[src/rtl/emt_pkg.sv]
// emt_pkg: register map, field layout and timing constants of the external memory timing engine
package emt_pkg;

  // bus address width; register indices sit at byte address index*4
  localparam int ADR_W = 10;
  localparam int IDX_LSB = 2;
  localparam logic [7:0] IDX_TIMING = 8'hA1; // external_memory_timing_ctrl
  localparam logic [7:0] IDX_CONFIG = 8'hA3; // ext_mem_config
  localparam logic [7:0] IDX_PAGE = 8'hAF; // xram_page_register
  localparam logic [7:0] IDX_STATUS = 8'hB0; // engine status, read only

  // reset values
  localparam logic [7:0] TIMING_RST = 8'hFF;
  localparam logic [7:0] CONFIG_RST = 8'h03;
  localparam logic [7:0] PAGE_RST = 8'h00;
  localparam logic [7:0] CONFIG_WMASK = 8'h3F; // bits 7-6 unused, read as zero

  // timing control field positions
  localparam int SETUP_HI = 7;
  localparam int SETUP_LO = 6;
  localparam int WIDTH_HI = 5;
  localparam int WIDTH_LO = 2;
  localparam int HOLD_HI = 1;
  localparam int HOLD_LO = 0;

  // configuration field positions
  localparam int CFG_PORT_BIT = 5;
  localparam int CFG_MUX_BIT = 4; // mux_mode_sel: 1 = separate pins
  localparam int CFG_MODE_HI = 3;
  localparam int CFG_MODE_LO = 2;
  localparam int CFG_ALE_HI = 1;
  localparam int CFG_ALE_LO = 0;

  // status field positions
  localparam int STAT_BUSY_BIT = 0;
  localparam int STAT_SEP_BIT = 1;

  // memory modes in config bits 3-2
  localparam logic [1:0] MODE_INTERNAL = 2'h0;
  localparam logic [1:0] MODE_SPLIT_NOPAGE = 2'h1;
  localparam logic [1:0] MODE_SPLIT_PAGE = 2'h2;
  localparam logic [1:0] MODE_EXTERNAL = 2'h3;

  // cycle counts
  localparam int CNT_W = 5;
  localparam int INSTR_CYCLES = 3; // instruction transfer overhead
  localparam int MIN_ACCESS_CYCLES = 4; // shortest off-chip access
  localparam logic [CNT_W-1:0] PREP_CYCLES = 5'h02; // address phase before setup
  localparam logic [CNT_W-1:0] CNT_ONE = 5'h01;
  localparam logic [3:0] WIDTH_LINEAR_MAX = 4'h8;
  localparam logic [3:0] WIDTH_FULL_CODE = 4'hF;
  localparam logic [CNT_W-1:0] WIDTH_LINEAR_ADD = 5'h01;
  localparam logic [CNT_W-1:0] WIDTH_HALF_ADD = 5'h02; // half cycle rounded up
  localparam logic [CNT_W-1:0] WIDTH_FULL_CYCLES = 5'h10;

  // sequencer states
  typedef enum logic [2:0] {
    EMT_IDLE,
    EMT_PREP,
    EMT_ALE_HIGH,
    EMT_ALE_LOW,
    EMT_SETUP,
    EMT_STROBE,
    EMT_HOLD,
    EMT_FINISH
  } emt_state_t;

  // strobe width code to whole cycles; half cycles round up to the next cycle
  function automatic logic [CNT_W-1:0] emt_width_cycles(input logic [3:0] code);
    logic [CNT_W-1:0] c;
    c = {1'b0, code};
    if (code <= WIDTH_LINEAR_MAX)
      emt_width_cycles = c + WIDTH_LINEAR_ADD;
    else if (code == WIDTH_FULL_CODE)
      emt_width_cycles = WIDTH_FULL_CYCLES;
    else
      emt_width_cycles = c + WIDTH_HALF_ADD;
  endfunction : emt_width_cycles

endpackage : emt_pkg

[src/rtl/emt_pin_filter.sv]
// emt_pin_filter: three-flop synchroniser with agreement filter for the shared data pins
`timescale 1ns/1ps
`default_nettype none
module emt_pin_filter (
  input wire logic clk_i, // system clock
  input wire logic rst_i, // synchronous reset, active high
  input wire logic [7:0] pin_i, // raw pin levels
  output logic [7:0] filt_o // filtered levels
);

  // one chain per pin bit; a change counts only once stages two and three agree
  genvar b;
  generate
    for (b = 0; b < 8; b++)
    begin : g_bit
      logic s1_reg; // first stage, read only by the second
      logic s2_reg; // second stage
      logic s3_reg; // third stage
      logic filt_reg; // accepted level

      // shift chain and agreement filter
      always_ff @(posedge clk_i)
      begin
        if (rst_i)
        begin
          s1_reg <= 1'b0;
          s2_reg <= 1'b0;
          s3_reg <= 1'b0;
          filt_reg <= 1'b0;
        end
        else
        begin
          s1_reg <= pin_i[b];
          s2_reg <= s1_reg;
          s3_reg <= s2_reg;
          if (s2_reg == s3_reg)
            filt_reg <= s3_reg;
        end
      end

      assign filt_o[b] = filt_reg;
    end
  endgenerate

endmodule : emt_pin_filter
`default_nettype wire

[src/rtl/emt_ext_mem_timing.sv]
// emt_ext_mem_timing: external data memory timing engine with a Wishbone register port
//
// How it works
// - phase lengths counted from programmable timing fields
// - shortest non-multiplexed access takes four cycles
// - timing register resets to all ones
// - bits 7-6 add 0-3 setup cycles
// - bits 5-2 set read/write strobe width
// - bits 1-0 add 0-3 hold cycles
// - latch strobe high and low 1-4 cycles
// - write data leads strobe end 1-19 cycles
// - write data held 0-3 cycles after strobe
// - codes 101/110/111 select separate-pin sequencing
// - separate pins: 110 pages, 101/111 do not
// - codes 001/010/011 select multiplexed sequencing with latch
// - multiplexed: 010 pages, 001/011 do not
// - latch strobe high while low address shown
// - multiplex select 0 shares pins, 1 separates
// - paged short moves take page and index bytes
`timescale 1ns/1ps
`default_nettype none
module emt_ext_mem_timing (
  input wire logic clk_i, // system clock, 50 MHz
  input wire logic rst_i, // synchronous reset, active high
  input wire logic wb_cyc_i, // bus cycle
  input wire logic wb_stb_i, // bus strobe
  input wire logic wb_we_i, // bus write
  input wire logic [emt_pkg::ADR_W-1:0] wb_adr_i, // byte address
  input wire logic [3:0] wb_sel_i, // byte lanes
  input wire logic [31:0] wb_dat_i, // write data
  output logic [31:0] wb_dat_o, // read data
  output logic wb_ack_o, // bus acknowledge
  input wire logic mov_req_i, // core external move request, one cycle
  input wire logic mov_we_i, // 1 = write
  input wire logic mov_short_i, // 1 = 8-bit indirect form
  input wire logic [15:0] mov_ptr_i, // 16-bit data pointer
  input wire logic [7:0] mov_index_i, // indirect index byte
  input wire logic [7:0] mov_wdata_i, // write byte
  output logic [7:0] mov_rdata_o, // read byte
  output logic mov_done_o, // access finished, one cycle
  output logic mov_busy_o, // access in progress
  output logic [7:0] addr_hi_o, // upper address pins
  output logic addr_hi_oe_n_o, // upper address enable, low drives
  output logic [7:0] addr_lo_o, // lower address pins, separate mode
  output logic addr_lo_oe_n_o, // lower address enable, low drives
  output logic [7:0] ad_o, // data or shared address/data pins
  output logic ad_oe_n_o, // data pin enable, low drives
  input wire logic [7:0] ad_i, // data pin levels
  output logic ale_o, // address latch strobe
  output logic rd_n_o, // read strobe, active low
  output logic wr_n_o, // write strobe, active low
  output logic port_sel_o // selected pin group
);
  import emt_pkg::*;

  // register file
  logic [7:0] tmg_reg; // external_memory_timing_ctrl
  logic [7:0] cfg_reg; // ext_mem_config
  logic [7:0] page_reg; // xram_page_register
  logic ack_reg; // bus acknowledge
  logic [31:0] rdat_reg; // bus read data

  // sequencer
  emt_state_t state_reg; // current phase
  emt_state_t state_next; // next phase
  logic [CNT_W-1:0] cnt_reg; // cycles left in phase, minus one
  logic [CNT_W-1:0] cnt_next; // next count

  // access settings frozen at start so register writes cannot tear an access
  logic [7:0] tmg_lat; // timing settings
  logic sep_lat; // separate pins
  logic [1:0] mode_lat; // memory mode
  logic [1:0] ale_lat; // latch strobe width code
  logic we_lat; // write access
  logic short_lat; // 8-bit form
  logic [15:0] addr_lat; // effective address
  logic [7:0] wdata_lat; // write byte

  // pin and core output registers
  logic [7:0] addr_hi_reg; // upper address
  logic addr_hi_oe_n_reg; // upper enable
  logic [7:0] addr_lo_reg; // lower address
  logic addr_lo_oe_n_reg; // lower enable
  logic [7:0] ad_reg; // shared pins
  logic ad_oe_n_reg; // shared enable
  logic ale_reg; // latch strobe
  logic rd_n_reg; // read strobe
  logic wr_n_reg; // write strobe
  logic [7:0] rdata_reg; // captured read byte
  logic done_reg; // done pulse
  logic busy_reg; // busy level
  logic [7:0] ad_filt; // filtered data pins

  // phase decoding, used only by the pin enable logic
  function automatic logic phase_active(input emt_state_t s);
    phase_active = (s != EMT_IDLE) && (s != EMT_FINISH);
  endfunction : phase_active

  function automatic logic phase_data(input emt_state_t s);
    phase_data = (s == EMT_SETUP) || (s == EMT_STROBE) || (s == EMT_HOLD);
  endfunction : phase_data

  // bus decode
  wire [7:0] bus_idx = wb_adr_i[ADR_W-1:IDX_LSB]; // register index
  wire bus_req = wb_cyc_i && wb_stb_i && !ack_reg; // new classic request
  wire bus_wr = bus_req && wb_we_i && wb_sel_i[0]; // low lane write
  wire hit_tmg = bus_idx == IDX_TIMING;
  wire hit_cfg = bus_idx == IDX_CONFIG;
  wire hit_page = bus_idx == IDX_PAGE;
  wire hit_stat = bus_idx == IDX_STATUS;
  wire [7:0] stat_val = {6'h00, sep_lat && busy_reg, busy_reg};
  // unmapped addresses answer with zero and ignore writes
  wire [7:0] rd_byte = hit_tmg ? tmg_reg :
                       hit_cfg ? (cfg_reg & CONFIG_WMASK) :
                       hit_page ? page_reg :
                       hit_stat ? stat_val : 8'h00;

  // access request decode
  wire start = mov_req_i && (state_reg == EMT_IDLE); // requests while busy are ignored
  wire [1:0] cfg_mode = cfg_reg[CFG_MODE_HI:CFG_MODE_LO];
  wire cfg_sep = cfg_reg[CFG_MUX_BIT];
  wire page_form = short_lat && (mode_lat == MODE_SPLIT_PAGE);
  wire hi_drive = !short_lat || (mode_lat == MODE_SPLIT_PAGE);
  wire [7:0] start_hi = mov_short_i ? page_reg : mov_ptr_i[15:8];
  wire [7:0] start_lo = mov_short_i ? mov_index_i : mov_ptr_i[7:0];
  wire [1:0] setup_f = tmg_lat[SETUP_HI:SETUP_LO];
  wire [3:0] width_f = tmg_lat[WIDTH_HI:WIDTH_LO];
  wire [1:0] hold_f = tmg_lat[HOLD_HI:HOLD_LO];
  wire [CNT_W-1:0] width_cyc = emt_width_cycles(width_f);
  wire phase_end = cnt_reg == {CNT_W{1'b0}};
  wire cap_read = (state_reg == EMT_STROBE) && phase_end && !we_lat;

  // register file and bus answer: one cycle to ack, write lands on the ack edge
  always_ff @(posedge clk_i)
  begin
    if (rst_i)
    begin
      tmg_reg <= TIMING_RST;
      cfg_reg <= CONFIG_RST;
      page_reg <= PAGE_RST;
      ack_reg <= 1'b0;
      rdat_reg <= 32'h0000_0000;
    end
    else
    begin
      ack_reg <= bus_req;
      if (bus_req) rdat_reg <= {24'h00_0000, rd_byte};
      if (bus_wr && hit_tmg) tmg_reg <= wb_dat_i[7:0];
      if (bus_wr && hit_cfg) cfg_reg <= wb_dat_i[7:0] & CONFIG_WMASK;
      if (bus_wr && hit_page) page_reg <= wb_dat_i[7:0];
    end
  end

  // phase sequencing
  always_comb
  begin
    state_next = state_reg;
    case (state_reg)
      EMT_IDLE:
      begin
        if (start && (cfg_mode == MODE_INTERNAL))
          state_next = EMT_FINISH; // on-chip only: no pin activity
        else if (start && cfg_sep)
          state_next = EMT_PREP;
        else if (start)
          state_next = EMT_ALE_HIGH;
      end
      EMT_PREP, EMT_ALE_LOW:
        if (phase_end) state_next = (setup_f != 2'h0) ? EMT_SETUP : EMT_STROBE;
      EMT_ALE_HIGH:
        if (phase_end) state_next = EMT_ALE_LOW;
      EMT_SETUP:
        if (phase_end) state_next = EMT_STROBE;
      EMT_STROBE:
        if (phase_end) state_next = (hold_f != 2'h0) ? EMT_HOLD : EMT_FINISH;
      EMT_HOLD:
        if (phase_end) state_next = EMT_FINISH;
      EMT_FINISH: state_next = EMT_IDLE;
      default: state_next = EMT_IDLE;
    endcase
  end

  // phase length loaded on entry, counted down otherwise
  always_comb
  begin
    cnt_next = cnt_reg - CNT_ONE;
    if (state_next != state_reg)
    begin
      case (state_next)
        EMT_PREP: cnt_next = PREP_CYCLES - CNT_ONE;
        EMT_ALE_HIGH: cnt_next = {3'h0, ale_lat};
        EMT_ALE_LOW: cnt_next = {3'h0, ale_lat};
        EMT_SETUP: cnt_next = {3'h0, setup_f} - CNT_ONE;
        EMT_STROBE: cnt_next = width_cyc - CNT_ONE;
        EMT_HOLD: cnt_next = {3'h0, hold_f} - CNT_ONE;
        default: cnt_next = {CNT_W{1'b0}};
      endcase
    end
  end

  // sequencer state; ale width is taken from the config before latching
  always_ff @(posedge clk_i)
  begin
    if (rst_i)
    begin
      state_reg <= EMT_IDLE;
      cnt_reg <= {CNT_W{1'b0}};
    end
    else
    begin
      state_reg <= state_next;
      cnt_reg <= (start && !cfg_sep) ? {3'h0, cfg_reg[CFG_ALE_HI:CFG_ALE_LO]} : cnt_next;
    end
  end

  // freeze the settings and operands of an access
  always_ff @(posedge clk_i)
  begin
    if (rst_i)
    begin
      tmg_lat <= TIMING_RST;
      sep_lat <= 1'b0;
      mode_lat <= MODE_INTERNAL;
      ale_lat <= 2'h0;
      we_lat <= 1'b0;
      short_lat <= 1'b0;
      addr_lat <= 16'h0000;
      wdata_lat <= 8'h00;
    end
    else if (start)
    begin
      tmg_lat <= tmg_reg;
      sep_lat <= cfg_sep;
      mode_lat <= cfg_mode;
      ale_lat <= cfg_reg[CFG_ALE_HI:CFG_ALE_LO];
      we_lat <= mov_we_i;
      short_lat <= mov_short_i;
      addr_lat <= {start_hi, start_lo};
      wdata_lat <= mov_wdata_i;
    end
  end

  // pin values; pins follow the phase one cycle later, so lengths are kept
  wire act = phase_active(state_reg);
  wire strobe_on = state_reg == EMT_STROBE;
  wire mux_addr = !sep_lat && ((state_reg == EMT_ALE_HIGH) || (state_reg == EMT_ALE_LOW));
  wire drive_wdata = we_lat && phase_data(state_reg);
  wire [7:0] ad_val = mux_addr ? addr_lat[7:0] : wdata_lat;

  // pin and core output registers
  always_ff @(posedge clk_i)
  begin
    if (rst_i)
    begin
      addr_hi_reg <= 8'h00;
      addr_hi_oe_n_reg <= 1'b1;
      addr_lo_reg <= 8'h00;
      addr_lo_oe_n_reg <= 1'b1;
      ad_reg <= 8'h00;
      ad_oe_n_reg <= 1'b1;
      ale_reg <= 1'b0;
      rd_n_reg <= 1'b1;
      wr_n_reg <= 1'b1;
      rdata_reg <= 8'h00;
      done_reg <= 1'b0;
      busy_reg <= 1'b0;
    end
    else
    begin
      addr_hi_reg <= addr_lat[15:8];
      addr_hi_oe_n_reg <= !(act && hi_drive);
      addr_lo_reg <= addr_lat[7:0];
      addr_lo_oe_n_reg <= !(act && sep_lat);
      ad_reg <= ad_val;
      ad_oe_n_reg <= !(mux_addr || drive_wdata);
      ale_reg <= state_reg == EMT_ALE_HIGH;
      rd_n_reg <= !(strobe_on && !we_lat);
      wr_n_reg <= !(strobe_on && we_lat);
      if (cap_read)
        rdata_reg <= ad_filt;
      done_reg <= state_reg == EMT_FINISH;
      busy_reg <= state_next != EMT_IDLE;
    end
  end

  // data pin synchroniser; its latency is why read data must settle early
  emt_pin_filter u_filter (
    .clk_i(clk_i),
    .rst_i(rst_i),
    .pin_i(ad_i),
    .filt_o(ad_filt)
  );

  assign wb_dat_o = rdat_reg;
  assign wb_ack_o = ack_reg;
  assign mov_rdata_o = rdata_reg;
  assign mov_done_o = done_reg;
  assign mov_busy_o = busy_reg;
  assign addr_hi_o = addr_hi_reg;
  assign addr_hi_oe_n_o = addr_hi_oe_n_reg;
  assign addr_lo_o = addr_lo_reg;
  assign addr_lo_oe_n_o = addr_lo_oe_n_reg;
  assign ad_o = ad_reg;
  assign ad_oe_n_o = ad_oe_n_reg;
  assign ale_o = ale_reg;
  assign rd_n_o = rd_n_reg;
  assign wr_n_o = wr_n_reg;
  assign port_sel_o = cfg_reg[CFG_PORT_BIT];

  // checking helpers: strobe low length, latch high length, address-only length
  wire strobe_n = rd_n_o && wr_n_o;
  logic [CNT_W-1:0] strb_len_reg; // cycles strobe has been low
  logic [CNT_W-1:0] ale_len_reg; // cycles latch strobe has been high
  logic [CNT_W-1:0] side_len_reg; // cycles address valid with strobe high

  // helper counters read only by the checks below
  always_ff @(posedge clk_i)
  begin
    if (rst_i)
    begin
      strb_len_reg <= {CNT_W{1'b0}};
      ale_len_reg <= {CNT_W{1'b0}};
      side_len_reg <= {CNT_W{1'b0}};
    end
    else
    begin
      strb_len_reg <= strobe_n ? {CNT_W{1'b0}} : strb_len_reg + CNT_ONE;
      ale_len_reg <= ale_o ? ale_len_reg + CNT_ONE : {CNT_W{1'b0}};
      side_len_reg <= (strobe_n && !addr_lo_oe_n_o) ? side_len_reg + CNT_ONE : {CNT_W{1'b0}};
    end
  end
endmodule : emt_ext_mem_timing
`default_nettype wire

[config.mk]
export PLATFORM = sky130hd
export DESIGN_NAME = emt_ext_mem_timing
export DESIGN_NICKNAME = d
export VERILOG_FILES = /design/src/rtl/emt_pkg.sv /design/src/rtl/emt_pin_filter.sv /design/src/rtl/emt_ext_mem_timing.sv
export SDC_FILE = /design/constraint.sdc
export NUM_CORES = 1
export LEC_CHECK = 0
export BUFFER_PORTS_ARGS = -buffer_cell sky130_fd_sc_hd__clkbuf_2
export CORE_MARGIN = 2
export CORE_UTILIZATION = 41
export CTS_BUF_LIST = sky130_fd_sc_hd__clkbuf_2 sky130_fd_sc_hd__clkbuf_4 sky130_fd_sc_hd__clkbuf_8
export DETAILED_ROUTE_END_ITERATION = 10
export GPL_ROUTABILITY_DRIVEN = 0
export GPL_TIMING_DRIVEN = 0
export SLEW_MARGIN = 5
export SYNTH_ARGS = -nofsm -noshare
export SYNTH_HDL_FRONTEND = slang
export SYNTH_HIERARCHICAL = 1
export SYNTH_SLANG_ARGS = --single-unit
[constraint.sdc]
create_clock -name clk_i -period 2.3 [get_ports clk_i]
set_input_delay 0.46 -clock clk_i [delete_from_list [all_inputs] [get_ports clk_i]]
set_output_delay 0.46 -clock clk_i [all_outputs]
set_load 0.02 [all_outputs]
# Yosys cells after proc, flatten, opt, wreduce, memory -nomap -nowiden

Cells that the tools add are included.

Register bits after elaboration: 150
Input bits: 94
Output and inout port bits: 74
Word-level logic and storage cells: 165

$add $sub $neg: 6
$lt $le $gt $ge: 1
Equal/unequal tests: 29
Multiplexer cells: 23
Reductions and logical operators: 46

Operator list:

| operator                                                           | number |
|---|---|
| 8-bit 2-to-1 mux                                                   | 6 |
| 8-bit == test, second input constant                               | 4 |
| 5-bit case mux with 5 select lines                                 | 1 |
| 3-bit 2-to-1 mux                                                   | 8 |
| 3-bit == test, second input constant                               | 7 |
| 1-bit logical AND                                                  | 21 |
| 3-bit case mux with 7 select lines                                 | 1 |
| 5-bit 2-to-1 mux                                                   | 3 |
| 3-bit by 2-bit == test with 1-bit output, second input constant    | 4 |
| 1-bit logical NOT                                                  | 10 |
| 5-bit by 1-bit subtractor with 5-bit output, second input constant | 2 |
| 1-bit == test                                                      | 8 |
| 3-bit by 1-bit == test with 1-bit output, second input constant    | 2 |
| 3-bit nonzero test                                                 | 2 |
| 2-bit OR reduction                                                 | 3 |
| 2-bit by 1-bit subtractor with 3-bit output, second input constant | 2 |
| 4-bit by 1-bit adder with 5-bit output, second input constant      | 1 |
| 4-bit by 2-bit adder with 5-bit output, second input constant      | 1 |
| 5-bit logical NOT                                                  | 1 |
| 1-bit logical OR                                                   | 5 |
| 4-bit == test, second input constant                               | 1 |
| 4-bit less-or-equal comparator, second input constant              | 1 |
| 2-bit 2-to-1 mux                                                   | 2 |
| 2-bit nonzero test                                                 | 2 |
| 6 further kinds                                                    | 7 |

# Longest topological paths before layout

Depth in word-level cells: 11
Mapped depth: 11
Depth with buffers taken out: 11

# Cells and area by module

The synthesis kept the hierarchy.

Modules (own cells, without submodules):

| module             | instances | cells each | area an instance (um^2) | seq. area each (um^2) |
|---|---|---|---|---|
| emt_ext_mem_timing | 1         | 585        | 5237.5                  | 2362.3 |
| emt_pin_filter     | 1         | 91         | 983.4                   | 640.6 |

# Worst setup path before layout

No wires, ideal clock.

Kind: reg-to-reg
Start point: register cnt_reg[0]
End point: register cnt_reg[1]
Library setup time: 0.079 ns
Arrival: 2.049 ns
Required time: 2.221 ns
Path slack: 0.172 ns
Cell stages (with the launch flop): 9
Path buffers: 0
Period minus slack after synthesis: 2.128 ns
Path through: dfxtp_1 inv_1 ha_1 or4b_4 or3_1 o211a_1 o41ai_2 o211ai_1 a211oi_2

Word-level cells in the longest chain between the ends: 8
Elaborated cells between the ends (all ways): 19
Those cells by class: add/sub (1); eq/ne (7); mux (9); reduce/logical (2)

Ends and longest elaborated chain:

| what                                       | RTL line                  | RTL |
|---|---|---|
| from (decl)                                | emt_ext_mem_timing.sv:66  | `logic [CNT_W-1:0] cnt_reg;` |
| from (signal assigned)                     | emt_ext_mem_timing.sv:207 | `cnt_reg <= {CNT_W{1'b0}};` |
| from (signal assigned)                     | emt_ext_mem_timing.sv:212 | `cnt_reg <= (start && !cfg_sep) ? {3'h0, cfg_reg[CFG_ALE_HI:CFG_ALE_LO]} : cnt_next;` |
| 5-bit logical NOT                          | emt_ext_mem_timing.sv:130 | `wire phase_end = cnt_reg == {CNT_W{1'b0}};` |
| 3-bit 2-to-1 mux, on equally long branches | --                        |  |
| 3-bit case mux with 7 select lines         | emt_ext_mem_timing.sv:158 | `case (state_reg)` |
| 3-bit by 2-bit == test with 1-bit output   | emt_ext_mem_timing.sv:189 | `case (state_next)` |
| 2-bit OR reduction (no source line)        | --                        |  |
| 5-bit case mux with 5 select lines         | emt_ext_mem_timing.sv:189 |  |
| 5-bit 2-to-1 mux (*)                       | emt_ext_mem_timing.sv:187 | `if (state_next != state_reg)` |
| 2-bit 2-to-1 mux (*)                       | emt_ext_mem_timing.sv:212 |  |

Mark *: on every way between the ends. The rest lies on a longest branch, timed or not.
A chain may end at the register's enable or synchronous reset.

# Worst setup path in the final report

Ends and elaborated chain as after synthesis.

==> impl_summary.txt <==
----------------------------------------------------
[Outcome]
  Status ... completed

[STA]
  Worst-Margin Slew ... 975 ps
  Final worst path period need ... 2260 ps
  F_max ... 0.442 GHz
  Crit path setup slack, layout ... 37.8 ps
  RSZ-0062 raised after global routing ... true
  Count of final max-slew check failures ... 0
  Setup tns final ... 0 ps
  Worst relative slew slack ... 0.347
  Total count of hold-check failures in the final report ... 0
  Final clock skew ... 10.3 ps
  Count of endpoints failing setup in the final report ... 0
  Period utilisation layout ... 0.984

[Synthesis]
  Share of synthesized area occupied by flip-flops and latches ... 0.483
  Async set or reset register ratio after synthesis ... 0
  Number of synthesized flops with an enable pin ... 0
  Mean instance size in the synthesized netlist ... 9.20 µm²
  Register bit count reported by yosys ... 150
  Warning count from the yosys run ... 6
  Multiplexer share of the synthesized area ... 0.0740
  Post-synthesis share of cell area spent on xor and xnor gates ... 0.00422
  Synth Area in Compound Gates ... 0.142
  Simple-gate portion of the synthesized area ... 0.207
  Predominant post-synthesis flop cell ... dfxtp_1
  Combinational family with the most area after synthesis ... simple AND/OR/NAND/NOR gates
  Netlist cell types ... 59
  Adder-cell area share of the yosys netlist ... 0.0181
  Post-Syn Area ... 6220 µm²
  Instance count of the mapped netlist ... 676

[Global route]
  Total congestion overflow after global routing ... 0
  Most utilized layer in the global route result ... met2
  Total Routing Usage GR ... 0.196
  GR Layer Usage met1 ... 0.253
  Met2 global-route usage ... 0.320
  Number of antenna violations at the first check in global routing ... 0
  Pin count of the biggest net entering global routing ... 17
  Number of global-route vias before repair ... 4953
  Wire length of the first global-routing pass ... 24800 µm
  Global-route met3 utilization ... 0.0406

[Min path]
  Hold Path Class ... in2reg

[Critical path]
  Required time of the critical path ... 2670 ps
  Slowest cell on crit path ... or4b_4
  Critical Path Fanout Max ... 6
  CP Cell Sequence ... inv_2 > ha_4 > or4b_4 > o31ai_4 > nor2_4 > o41ai_2 > o211ai_1 > a211oi_2
  Cell family contributing the most delay on the critical path ... compound AO/OA/AOI/OAI gates
  Kind of launch point of the worst setup path ... register
  Arrival time at the worst endpoint ... 2630 ps
  Setup CP Type ... reg2reg
  Category of the worst setup path capture point ... register
  Critical Path Max Stage Delay ... 490 ps
  Buf+Inv Stages, Crit Path ... 1

[Floorplan]
  Number of top-level pins ... 168
  Die Footprint ... 16200 µm²
  Die width ... 127 µm
  Initial Utilization ... 0.414
  Core area ... 15000 µm²
  Number of rows created at floorplan ... 45
  Overall die height ... 127 µm

[Clocking]
  Number of buffers added by the clock tree synthesis step ... 17
  Clock root buffer ... clkbuf_8
  CTS tree ... built
  Post-CTS clock slew at the launch and capture registers of the worst setup and hold paths ... 80 ps
  Source-to-sink clock delay at the later pin of the worst-skew pair ... 450 ps
  Clock H-tree levels ... 4
  Number of sinks driven by the clock tree ... 150
  Clock Tree Buf Depth ... 2

[Detailed routing]
  Residual antenna-violating net count after detailed routing ... 0
  Total vias in the final route ... 5184
  Number of remaining DRC errors ... 0
  Detailed Route Iter0 Violations ... 282
  Average via count per standard cell ... 4.96
  Final routed wirelength across all metal layers ... 15500 µm
  Initial DRT Pass Iterations ... 6
  Routed length per instance ... 14.8 µm

[Layout]
  Commonest non-fill, non-tap cells in the layout ... 147 x dfxtp_1, 116 x clkbuf_2, 81 x nand2_1
  Biggest register ... addr_lat
  Final Instance Area ... 7720 µm²
  Antenna diode instance count ... 0
  Number of standard cells in the layout, taps in and fillers out ... 1046
  Fraction of layout instances using a drive strength above 1 ... 0.270
  Commonest non-fill, non-tap cell in the layout ... dfxtp_1
  Flip-flop count of the largest register, all copies and words added ... 16
  Layout Nets ... 948
  Area grow syn2layout ... 24.1%

[Power]
  Power density cells ... 1060 nW/µm²
  Worst vdd ir ... 515 µV
  Leakage power total ... 0.00340 µW

[Job]
  Number of violations of the max-capacitance limit ... 0

[Place]
  Pre-CTS setup slack ... -385 ps
  Placed Cells ... 1000
  Port buffer count ... 113
  Detailed Place HPWL ... 11600 µm
  Dpl cell area ... 7110 µm²

----------------------------------------------------
final cells by class:
type | instances | area [µm²]
Timing Repair Buffer | 127 | 683
Inverter | 17 | 63.8
Buffer | 65 | 383
Tap cell | 188 | 235
Clock buffer | 23 | 292
Sequential cell | 150 | 3010
Clock inverter | 9 | 92.6
Multi-Input combinational cell | 467 | 2960
Fill cell | 1410 | 7310
path summary, 6_finish.rpt:
check                                               from                       end  slack (ps)  depth (start not counted)
worst max-delay path                          cnt_reg[0]                cnt_reg[1]          40                          8
worst min-delay path                             ad_i[3]  u_filter/g_bit[3].s1_reg         210                          2
worst max register to register                cnt_reg[0]                cnt_reg[1]          40                          8
worst min register to register  u_filter/g_bit[1].s1_reg  u_filter/g_bit[1].s2_reg         440                          1
cells by family (layout without fill, tap and decap cells):
group,Yosys count,after routing
flops,150,150
mux,46,46
buf+inv,82,241
xor+xnor,3,3
compound gates,124,124
fa+ha+maj,9,9
other cells,1,24
simple gates,261,261
routing by layer:
layer,vias up,routed length (µm)
li1,2612,-
met1,2396,7010
met2,153,7420
met3,23,761
met4,0,299
met5,-,0
repair_timing:
item / 4_1_cts / 5_1_grt
hold buffers: 0 / 0
resized for setup: 8 / 26
gates cloned: 0 / 0
setup endpoints to repair: 13 / 21
endpoints found under the hold margin: 0 / 0
buffers inserted: 5 / 9
pin swaps: 2 / 9
synthesized netlist by cell type, types with 6 or more instances:
| cell | number | area share |
|---|---|---|
| and2_1 | 6 | 0.0060 |
| nand2b_1 | 9 | 0.0091 |
| dfxtp_1 | 150 | 0.48 |
| nand2_1 | 82 | 0.049 |
| a211o_1 | 9 | 0.013 |
| nand3b_1 | 11 | 0.013 |
| nor2b_1 | 44 | 0.044 |
| mux2i_1 | 46 | 0.074 |
| nor3_1 | 12 | 0.0097 |
| inv_1 | 17 | 0.010 |
| a21oi_1 | 28 | 0.023 |
| ha_1 | 9 | 0.018 |
| nor2_1 | 74 | 0.045 |
| a22oi_1 | 8 | 0.0097 |
| a211oi_1 | 20 | 0.024 |
| clkbuf_1 | 26 | 0.016 |
| o21ai_0 | 18 | 0.014 |
| buf_4 | 35 | 0.042 |
worst register-to-register path: stages, from the launching register on:
cell      delay, ps
dfxtp_2         340
inv_2            70
ha_4            120
or4b_4          490
o31ai_4         330
nor2_4          110
o41ai_2         340
o211ai_1        140
a211oi_2        240
per-stage QoR:
stage,hold WS (ps),total power (µW),util
after global placement,417,5740,0.473
after detailed placement,428,5800,0.473
after floorplan,384,5130,-
final,211,8140,0.514
after global routing,201,8680,0.514
after CTS,188,7900,0.504
power by group:
part,total (µW),internal [µW],switching (µW)
Sequential,3160,2950,212
Combinational,3040,1300,1740
Clock,1940,968,977
Note: power is estimated with default switching activity, not from simulation.
